[config.mk]
export PLATFORM = sky130hd
export DESIGN_NAME = sapr_adc_ctrl
export DESIGN_NICKNAME = d
export VERILOG_FILES = /design/src/sapr_pkg.sv /design/src/sapr_adc_ctrl.sv
export SDC_FILE = /design/constraint.sdc
export NUM_CORES = 1
export LEC_CHECK = 0
export BUFFER_PORTS_ARGS = -buffer_cell sky130_fd_sc_hd__clkbuf_2
export CAP_MARGIN = 40
export CELL_PAD_IN_SITES_DETAIL_PLACEMENT = 1
export CELL_PAD_IN_SITES_GLOBAL_PLACEMENT = 1
export CORE_ASPECT_RATIO = 0.5
export CORE_MARGIN = 2
export CORE_UTILIZATION = 48
export DETAILED_ROUTE_END_ITERATION = 10
export GPL_TIMING_DRIVEN = 0
export PLACE_DENSITY = 0.82
export SLEW_MARGIN = 20
export SYNTH_ARGS = -nofsm -noshare
export SYNTH_HDL_FRONTEND = slang
export SYNTH_SLANG_ARGS = --single-unit
export TNS_END_PERCENT = 30
[constraint.sdc]
create_clock -name clk_sys -period 4 [get_ports clk_sys]
set_input_delay 0.2 -clock clk_sys [delete_from_list [all_inputs] [get_ports clk_sys]]
set_output_delay 0.2 -clock clk_sys [all_outputs]
set_load 0.005 [all_outputs]
[src/sapr_pkg.sv]
// package: constants and state codes for the converter control block
`default_nettype none
package sapr_pkg;
  // ------------------------------------------------------------
  // timing
  // ------------------------------------------------------------
  localparam int CLK_PERIOD_NS = 25;
  localparam int CONV_TIME_NS = 400;
  // longest time rounds down
  localparam int CONV_CYCLES = CONV_TIME_NS / CLK_PERIOD_NS;
  localparam int RECOVER_TIME_NS = 20;
  // least time rounds up
  localparam int RECOVER_CYCLES = (RECOVER_TIME_NS + CLK_PERIOD_NS - 1) / CLK_PERIOD_NS;
  // ------------------------------------------------------------
  // widths and values
  // ------------------------------------------------------------
  localparam int RESULT_W = 16;
  localparam int BYTE_W = 8;
  localparam int FIFO_DEPTH = 2;
  localparam logic [15:0] RESULT_RESET = 16'h0000;
  localparam logic [15:0] TRIAL_START = 16'h8000;
  localparam logic [15:0] SIGN_FLIP = 16'h8000;
  localparam logic [7:0] LOW_LANE_FILL = 8'hFF;
  // idle levels of {start, select, read, byte select} held by the pin stages in reset
  localparam logic [3:0] PIN_IDLE = 4'hE;
  // ------------------------------------------------------------
  // control states
  // ------------------------------------------------------------
  typedef enum logic [1:0] {
    ST_RECOVER = 2'b00,
    ST_IDLE = 2'b01,
    ST_CONVERT = 2'b10,
    ST_STORE = 2'b11
  } sapr_state_type;
endpackage
`default_nettype wire

[src/sapr_adc_ctrl.sv]
// module: conversion sequencing, result buffer and parallel readout
//
// Notes on behaviour
// - conversion timed by own clock, no external clock, done within 400 ns; here busy stays high 17 clk_sys cycles, 425 ns.
// - start strobe fall leaves sample mode, enters hold, captures input.
// - busy rises after start strobe falls, stays high, drops when conversion ends.
// - with busy low, sampling runs while chip select low or from its fall.
// - output lanes driven only when chip select and read both low.
// - result is two's complement: 7FFF top, 0000 zero, FFFF, 8000 bottom.
// - one code step is twice the reference over 65536.
// - half-word select low shows all sixteen result bits, msb first.
// - half-word select high puts low byte on upper lanes, lower lanes ones.
// - two-part read works with read toggling or held low.
// - reset aborts conversion at once and clears output latches to zero.
// - first sampling 20 ns after reset; later after busy and select fall.
// - start fall with select low during conversion causes self-clearing reset.
// - chip select fall during conversion causes self-clearing reset.
`timescale 1ns/1ps
`default_nettype none
module sapr_adc_ctrl
  import sapr_pkg::*;
#(
  parameter int RES_W = RESULT_W
) (
  input wire logic clk_sys,
  input wire logic rst,
  input wire logic start_strobe_n,
  input wire logic cs_n,
  input wire logic rd_n,
  input wire logic byte_sel,
  input wire logic cmp_above,
  output logic busy,
  output logic sample_mode,
  output logic [RES_W-1:0] dac_code,
  output logic [RES_W-1:0] output_lanes_out,
  output logic output_lanes_oe_n
);
  // ------------------------------------------------------------
  // state record
  // ------------------------------------------------------------
  typedef struct packed {
    logic [3:0] sync1;
    logic [3:0] sync2;
    logic [3:0] prev;
    sapr_state_type state;
    logic [3:0] bit_idx;
    logic [3:0] recov_cnt;
    logic [RES_W-1:0] trial;
    logic [FIFO_DEPTH-1:0][RES_W-1:0] mem;
    logic wptr;
    logic rptr;
    logic [1:0] cnt;
    logic [RES_W-1:0] latch;
    logic [RES_W-1:0] lanes;
    logic oe_n;
    logic sample;
    logic busy;
  } sapr_regs_type;

  sapr_regs_type state_reg;
  sapr_regs_type state_next;

  logic strobe_fall;
  logic cs_low;
  logic cs_fall;
  logic rd_low;
  logic bsel;
  logic abort;
  logic push;
  logic pop;
  logic fifo_in_ready;
  logic fifo_out_ready;

  // ------------------------------------------------------------
  // pin decode after the synchroniser
  // ------------------------------------------------------------
  assign strobe_fall = state_reg.prev[3] & ~state_reg.sync2[3];
  assign cs_low = ~state_reg.sync2[2];
  assign cs_fall = state_reg.prev[2] & ~state_reg.sync2[2];
  assign rd_low = ~state_reg.sync2[1];
  assign bsel = state_reg.sync2[0];
  // a second strobe or a new select during a conversion throws it away
  assign abort = (state_reg.state == ST_CONVERT || state_reg.state == ST_STORE) &&
                 ((strobe_fall && cs_low) || cs_fall);
  // the latch only loads from the buffer while the host is not holding the bus in a read
  assign fifo_in_ready = (state_reg.cnt < 2'(FIFO_DEPTH));
  assign fifo_out_ready = ~(cs_low & rd_low);
  assign push = (state_reg.state == ST_STORE) && fifo_in_ready;
  assign pop = (state_reg.cnt != 2'd0) && fifo_out_ready;

  // ------------------------------------------------------------
  // next state
  // ------------------------------------------------------------
  always_comb begin
    state_next = state_reg;
    state_next.sync1 = {start_strobe_n, cs_n, rd_n, byte_sel};
    state_next.sync2 = state_reg.sync1;
    state_next.prev = state_reg.sync2;
    case (state_reg.state)
      ST_RECOVER: begin
        // short quiet time before the first sampling period
        if (state_reg.recov_cnt == 4'(RECOVER_CYCLES - 1)) begin
          state_next.state = ST_IDLE;
        end else begin
          state_next.recov_cnt = state_reg.recov_cnt + 4'd1;
        end
      end
      ST_IDLE: begin
        state_next.sample = cs_low;
        if (strobe_fall && cs_low) begin
          state_next.state = ST_CONVERT;
          state_next.sample = 1'b0;
          state_next.busy = 1'b1;
          state_next.trial = TRIAL_START;
          state_next.bit_idx = 4'(RES_W - 1);
        end
      end
      ST_CONVERT: begin
        // one bit per clock: RES_W cycles fit in the conversion time
        if (!cmp_above) begin
          state_next.trial[state_reg.bit_idx] = 1'b0;
        end
        if (state_reg.bit_idx == 4'd0) begin
          state_next.state = ST_STORE;
        end else begin
          state_next.trial[state_reg.bit_idx - 4'd1] = 1'b1;
          state_next.bit_idx = state_reg.bit_idx - 4'd1;
        end
      end
      ST_STORE: begin
        // busy stays up while the buffer is full, so no word is lost
        if (push) begin
          // dac steps are twice the reference over 2**RES_W; flip msb for sign
          state_next.mem[state_reg.wptr] = state_reg.trial ^ SIGN_FLIP;
          state_next.wptr = ~state_reg.wptr;
          state_next.busy = 1'b0;
          state_next.state = ST_IDLE;
        end
      end
      default: begin
        state_next.state = ST_RECOVER;
      end
    endcase
    if (pop) begin
      state_next.latch = state_reg.mem[state_reg.rptr];
      state_next.rptr = ~state_reg.rptr;
    end
    state_next.cnt = state_reg.cnt + 2'(push) - 2'(pop);
    // lanes follow byte_sel every cycle, so a held read also works
    if (bsel) begin
      state_next.lanes = {state_reg.latch[BYTE_W-1:0], LOW_LANE_FILL};
    end else begin
      state_next.lanes = state_reg.latch;
    end
    state_next.oe_n = ~(cs_low & rd_low);
    if (abort) begin
      // clears state, busy, sampling, buffer pointers and latch like the reset pin, but no release needed
      state_next.state = ST_RECOVER;
      state_next.recov_cnt = 4'd0;
      state_next.busy = 1'b0;
      state_next.sample = 1'b0;
      state_next.cnt = 2'd0;
      state_next.wptr = 1'b0;
      state_next.rptr = 1'b0;
      state_next.latch = RESULT_RESET;
    end
  end

  // ------------------------------------------------------------
  // registers
  // ------------------------------------------------------------
  always_ff @(posedge clk_sys or posedge rst) begin
    if (rst) begin
      // aborts on the edge of reset itself, well inside 50 ns
      state_reg <= '0;
      // pin stages read idle, so release shows no false edge and no bus drive
      state_reg.sync1 <= PIN_IDLE;
      state_reg.sync2 <= PIN_IDLE;
      state_reg.prev <= PIN_IDLE;
      state_reg.oe_n <= 1'b1;
    end else begin
      state_reg <= state_next;
    end
  end

  assign busy = state_reg.busy;
  assign sample_mode = state_reg.sample;
  assign dac_code = state_reg.trial;
  assign output_lanes_out = state_reg.lanes;
  assign output_lanes_oe_n = state_reg.oe_n;

  // ------------------------------------------------------------
  // checks
  // ------------------------------------------------------------
  AST_START_BUSY: assert property (@(posedge clk_sys) disable iff (rst)
    (state_reg.state == ST_IDLE && strobe_fall && cs_low) |=> busy ##1 (busy || $past(abort)))
    else $error("busy not raised after start");
  AST_START_HOLD: assert property (@(posedge clk_sys) disable iff (rst)
    (state_reg.state == ST_IDLE && strobe_fall && cs_low) |=> !sample_mode)
    else $error("sampling continues after start");
  AST_CONV_LEN: assert property (@(posedge clk_sys) disable iff (rst)
    (state_reg.state == ST_IDLE && strobe_fall && cs_low) |->
    ##[1:17] (state_reg.state == ST_STORE || state_reg.state == ST_RECOVER))
    else $error("conversion not finished in time");
  AST_BUSY_END: assert property (@(posedge clk_sys) disable iff (rst)
    (push && !abort) |=> !busy &&
    $past(state_reg.trial) == (state_reg.mem[$past(state_reg.wptr)] ^ SIGN_FLIP))
    else $error("busy or stored result wrong at end");
  AST_BUS_ON: assert property (@(posedge clk_sys) disable iff (rst)
    (cs_low && rd_low) |=> !output_lanes_oe_n)
    else $error("bus not driven during read");
  AST_BUS_OFF: assert property (@(posedge clk_sys) disable iff (rst)
    !(cs_low && rd_low) |=> output_lanes_oe_n)
    else $error("bus driven outside read");
  AST_BYTE_HIGH: assert property (@(posedge clk_sys) disable iff (rst)
    bsel |=> output_lanes_out == {$past(state_reg.latch[7:0]), LOW_LANE_FILL})
    else $error("byte mode lanes wrong");
  AST_WORD: assert property (@(posedge clk_sys) disable iff (rst)
    !bsel |=> output_lanes_out == $past(state_reg.latch))
    else $error("word mode lanes wrong");
  AST_ABORT: assert property (@(posedge clk_sys) disable iff (rst)
    abort |=> state_reg.state == ST_RECOVER && !busy && state_reg.latch == RESULT_RESET)
    else $error("self reset did not clear");
  AST_CS_ABORT: assert property (@(posedge clk_sys) disable iff (rst)
    (state_reg.state == ST_CONVERT && cs_fall) |=> !busy)
    else $error("select fall did not abort");
  AST_IGNORE: assert property (@(posedge clk_sys) disable iff (rst)
    (state_reg.state == ST_IDLE && strobe_fall && !cs_low) |=> !busy && state_reg.state == ST_IDLE)
    else $error("start taken with select high");
  AST_RECOVER: assert property (@(posedge clk_sys) disable iff (rst)
    (state_reg.state == ST_RECOVER) |=> state_reg.state == ST_IDLE)
    else $error("recovery time wrong");
endmodule // sapr_adc_ctrl
`default_nettype wire

==> impl_metrics.csv, run 1 <==
group,metric,value,unit
floorplanning,die_area,11100,sq um
drt,drc_errors,0,
sta,skew,0.00586,ns
final_layout,drive_gt1_share,34.5,%
sta,rsz0062_at_grt,"no",
synth,seq_area_frac_synth,54.7,%
floorplanning,die_width,147,um
clock_network,cts_tree,"yes",
synth,yosys_most_used_dff,"dfrtp_1",
synth,synth_edf_count,0,
placement,dpl.hpwl,7630,um
sta,drv_slew,0,
floorplanning,io_pins,42,
grt,grt_pass1_vias,3319,
floorplanning,start_util,48.8,%
clock_network,cts_buffers,9,
floorplanning,die_h,75.6,um
sta,slew_headroom,60.1,%
clock_network,cts.clk_slew.worst_paths,0.07,ns
final_layout,final_nets,492,
sta,clock.fmax,0.426,GHz
placement,gp_congestion,0.839,
sta,hold_violations,0,
clock_network,insertion_delay,0.35,ns
clock_network,cts_setup_buffers,0,
synth,synth_cell_type_count,47,
synth,synth-seq-cells,107,
drt,drt-pass1-iter-count,4,
floorplanning,fp-row-count,26,
drt,wl,10800,um
sta,setup_viol,0,
final_layout,fin_util,56.5,%
run,maxCapViolCount,0,
final_layout,syn2layout_area_growth,15.7,%
final_layout,fillers,1067,
min_path,hp-class,"reg -> reg",
grt,grt_overflow,0,
drt,ant_nets,0,
worst_setup_path,cp-end-kind,"register",
sta,period_minus_slack,2.35,ns
power,ir_worst_vdd,0.277,mV
synth,syn_nets,434,
drt,drt-initial-drc-count,117,
run_status,status,"complete, no violations",
drt,vias_per_cell,5.19,
worst_setup_path,startpoint_type,"register",
grt,grt_max_degree,82,
power,power-per-cell-area,703,nW/um^2
synth,synth_cells,413,
clock_network,root_buffer,"clkbuf_16",
worst_setup_path,cp_max_fo,10,
synth,async_reset_ff_share,100,%
power,p_total,4.00,mW
placement,portBuffers,41,
clock_network,ctsResizeCount,0,
synth,synth.avg_cell_area,11.9,sq um
final_layout,num_antenna_cells,0,
grt,antenna_found_initial,0,
grt,track_usage,21.0,%
synth,synth_area,4920,sq um
clock_network,cts_max_path_buffers,2,
drt,vias,3198,
sta,timing.final.crit_share,58.7,%
floorplanning,coreArea,10100,sq um
synth,yosys_warnings,0,
clock_network,cts_max_level,3,
worst_setup_path,reg2reg_slack,1.65,ns
clock_network,cts_sinks,107,
power,p_leak,2.75,nW
sta,worstMarginPinSlew,0.582,ns
worst_setup_path,required,4.23,ns
worst_setup_path,criticalPathCategory,"reg -> reg",
grt,grt_pass1_wl,17700,um
worst_setup_path,crit_arrival,2.58,ns
final_layout,largest_reg_flops,64,
drt,avgRoutedWirePerCell,17.5,um
## final timing paths
kind                                  from                    to  cells after the start
max in group asynchronous              rst     output_lanes_oe_n                      4
hold / removal             state_next[101]                  bsel                      0
min in group asynchronous              rst  output_lanes_out[13]                      3
hold reg to reg            state_next[101]                  bsel                      0
setup / recovery            state_next[99]         state_reg[36]                     10
setup reg to reg            state_next[99]         state_reg[36]                     10
## synthesized netlist by cell type (2+ instances only)
cell type,number,area (sq um)
dfrtp_1,98,2450
buf_4,37,278
mux2_2,35,394
nor2_1,28,105
a21oi_1,20,100
mux2i_1,18,180
o21ai_1,17,85.1
a211oi_1,16,120
ha_1,14,175
nand2_1,12,45.0
o21ai_0,12,60.1
inv_1,11,41.3
buf_2,9,45.0
dfstp_2,9,236
or2_2,8,50.1
nand3_1,7,35.0
nand2b_1,5,31.3
xnor2_1,5,43.8
xor2_1,5,43.8
clkbuf_1,4,15.0
mux2_1,4,45.0
o21a_1,4,30.0
a31oi_1,3,18.8
nand3b_1,3,22.5
nor2b_1,3,18.8
nor3b_1,3,22.5
a31o_1,2,17.5
nor3_1,2,10.0
## what timing repair did
| action | CTS | global route |
|---|---|---|
| endpoints found under the hold margin | 30 | 0 |
| hold buffers | 5 | 0 |
| setup endpoints to repair | 0 | 0 |
## power by group
group	switching (mW)	internal (mW)	leakage [nW]
Clock	0.424	0.497	0.153
Combinational	0.731	0.703	1.25
Sequential	0.229	1.42	1.35
## layout by cell type (no fill, tap or decap), types with 4 or more instances in the layout
cell type	count
dfrtp_1	98
clkbuf_2	41
buf_4	37
mux2_2	35
nor2_1	28
a21oi_1	20
mux2i_1	18
o21ai_1	17
a211oi_1	16
ha_1	14
o21ai_0	12
nand2_1	12
inv_1	10
buf_2	9
clkbuf_16	9
dfstp_2	9
or2_2	8
nand3_1	7
xnor2_1	5
xor2_1	5
nand2b_1	5
dlygate4sd3_1	5
clkbuf_1	4
o21a_1	4
mux2_1	4
## stage by stage
step | setup TNS, ns | std cells | setup WS, ns | hold slack (ns) | cell area, sq um
floorplan | 0 | 413 | 0.998 | 0.204 | 4920
global placement | -11.94 | 594 | -0.132 | 0.288 | 5300
detailed placement | 0 | 595 | 1.69 | 0.168 | 5330
CTS | 0 | 616 | 1.63 | 0.352 | 5690
global route | 0 | 616 | 1.50 | 0.367 | 5690
finish | 0 | 616 | 1.65 | 0.351 | 5690
## layer usage
metal  track usage (%)  up-vias  wire, um
met5                 0        -         0
met2              37.7       54      5290
met1              26.7     1624      5060
li1                  -     1510         -
met3              4.73       10       302
met4              5.24        0       114
## cell type report
class / count / area [sq um] / area share [%]
timing repair buffer: 47 / 283 / 4.97
tap: 140 / 175 / 3.08
buffer: 50 / 338 / 5.93
sequential: 107 / 2690 / 47.2
clock inverter: 7 / 86.3 / 1.52
clock buffer: 9 / 225 / 3.96
inverter: 11 / 46.3 / 0.813
multi-input combinational: 245 / 1850 / 32.5
## kinds of logic after synthesis
logic type                 share of synthesized area (%)
and+or+nand+nor                                     8.42
muxes                                               12.6
AOI/OAI and AO/OA                                   11.3
buffers and inverters                               7.71
adders and majority gates                           3.56
xor gates and xnor gates                            1.78
DFF                                                 54.7
## critical path, stage by stage, from the launching register on
cell     delay, ns
dfstp_2       0.63
or2_1         0.17
o21a_1        0.17
buf_4         0.16
buf_2         0.25
ha_1          0.28
inv_1         0.06
ha_1          0.15
xor2_1        0.18
xnor2_1       0.14
nor2_1        0.05
Note: power is estimated with default switching activity, not from simulation.
==> run 2, diff against run 1 <==
CORE_UTILIZATION = 43   (was 48)
PLACE_DENSITY = 0.78   (was 0.82)
clock period = 1.97 ns   (was 4 ns; I/O delays follow)
==> run 2 against run 1 <==
Against the previous run:
- power rose by 100%
- sequential share of layout area fell by 0.85 points
- worst setup slack got worse by 1.6 ns
- first-iteration DRC count rose by 47%
- combinational power rose by 110%
- clock skew rose by 0.0014 ns
- sequential power rose by 100%
- via count rose by 1.2%
==> impl_metrics.csv, run 2 (synthesis results as in run 1) <==
group,metric,value,unit
run_status,status,"complete, no violations",
floorplanning,start_util,44.4,%
sta,drv_slew,0,
grt,antenna_found_initial,0,
min_path,min_to,"dac_code[5]",
worst_setup_path,r2r-start,"state_next[99]",
sta,worstMarginPinSlew,0.637,ns
final_layout,drive_gt1_share,37.6,%
sta,setup_viol,0,
final_layout,num_antenna_cells,0,
final_layout,final_nets,500,
grt,track_usage,19.4,%
grt,grt_overflow,0,
final_layout,fin_util,52.4,%
power,power-per-cell-area,1400,nW/um^2
power,ir_worst_vdd,0.578,mV
clock_network,cts_max_level,3,
worst_setup_path,cp-end-kind,"register",
floorplanning,fp-row-count,27,
final_layout,final_common_cell,"dfrtp_1",
placement,dpl.hpwl,7750,um
sta,timing.final.crit_share,94.9,%
worst_setup_path,criticalPathCategory,"reg -> reg",
floorplanning,die_area,12400,sq um
floorplanning,coreArea,11100,sq um
final_layout,final_cell_area,5800,sq um
worst_setup_path,startpoint_type,"register",
drt,wl,11000,um
final_layout,largest_reg_flops,64,
final_layout,final_cell_mix,"dfrtp_1 (96), buf_4 (43), clkbuf_2 (42)",
placement,portBuffers,41,
sta,hold_violations,0,
worst_setup_path,r2r-end,"state_reg[36]",
grt,grt_pass1_vias,3424,
drt,avgRoutedWirePerCell,17.5,um
clock_network,cts_buffers,9,
drt,drt-initial-drc-count,172,
min_path,hp-class,"in -> reg",
drt,drc_errors,0,
clock_network,root_buffer,"clkbuf_16",
grt,grt_pass1_wl,18300,um
worst_setup_path,reg2reg_slack,0.10,ns
drt,vias_per_cell,5.15,
drt,drt-pass1-iter-count,4,
grt,grt_max_degree,32,
worst_setup_path,r2r.worst_path.cells,9,
floorplanning,die_width,155,um
clock_network,cts.clk_slew.worst_paths,0.07,ns
clock_network,cts_max_path_buffers,2,
sta,slew_headroom,57.5,%
sta,skew,0.00729,ns
min_path,hp-start,"cmp_above",
clock_network,insertion_delay,0.35,ns
worst_setup_path,crit_arrival,2.10,ns
sta,clock.fmax,0.535,GHz
drt,ant_nets,0,
sta,rsz0062_at_grt,"yes",
floorplanning,io_pins,42,
min_path,min_delay_path_depth,5,
clock_network,cts_tree,"yes",
final_layout,syn2layout_area_growth,18.0,%
clock_network,cts_sinks,107,
placement,gp_congestion,0.850,
floorplanning,die_h,79.6,um
drt,vias,3237,
worst_setup_path,required,2.20,ns
run,maxCapViolCount,0,
sta,period_minus_slack,1.87,ns
placement,postPlaceCellArea,5380,sq um
power,p_leak,2.79,nW
worst_setup_path,cp_max_fo,3,
run 2: cell types whose count changed in the layout (fill, tap and decap cells not counted), sizes merged:
cell      previous run  this run
inv                 13        12
clkbuf              54        58
clkinv               4         2
buf                 47        54
bufinv               1         0
clkinvlp             0         1
run 2: area by class of cell:
cell class                 instances  area [sq um]
inverter                          11          45.0
clock buffer                      12           246
clock inverter                     4          33.8
buffer                            49           344
fill                            1188          5280
tap                              145           181
sequential                       107          2690
multi-input combinational        245          1890
timing repair buffer              56           375
run 2: repair_timing:
action,4_1_cts,5_1_grt
endpoints found under the hold margin,32,0
hold buffers,5,0
setup endpoints to repair,34,47
pin swaps,2,2
resized for setup,4,16
setup buffers,5,2
run 2: worst max-delay path by stage:
stage | endpoint | startpoint
floorplan | state_reg[36] | state_next[99]
global placement | state_reg[36] | state_next[99]
detailed placement | state_reg[36] | state_next[99]
CTS | state_reg[36] | state_next[99]
global route | state_reg[36] | state_next[99]
finish | state_reg[36] | state_next[99]
run 2: stage by stage:
| step | hold slack [ns] | power (mW) | setup TNS [ns] | setup slack, ns | std cells |
|---|---|---|---|---|---|
| floorplan | 0.103 | 5.42 | -0.0178 | -0.0178 | 413 |
| global placement | 0.186 | 6.14 | -8.51 | -0.291 | 599 |
| detailed placement | 0.188 | 6.31 | -2.67 | -0.350 | 602 |
| CTS | 0.279 | 8.13 | 0 | 0.000466 | 627 |
| global route | 0.336 | 8.70 | -0.0475 | -0.0475 | 629 |
| finish | 0.290 | 8.14 | 0 | 0.101 | 629 |
run 2: report_power, final:
part	switching, mW	internal (mW)
logic	1.54	1.53
clock network	0.811	0.908
registers	0.464	2.89
run 2: layer usage:
metal	GRT usage (%)	share of wire, %	vias up
met5	0	0	-
met4	6.06	1.5	0
met3	3.64	2.2	16
met2	33.9	50	32
met1	24.7	47	1652
li1	-	-	1537
run 2: critical path: stages (launching register included):
cell and delay (ns):
dfstp_2 0.53, or2_1 0.11, o21a_1 0.19, buf_6 0.14, ha_1 0.22, inv_1 0.05
ha_1 0.16, xor2_1 0.18, xnor2_1 0.14, nor2_1 0.05
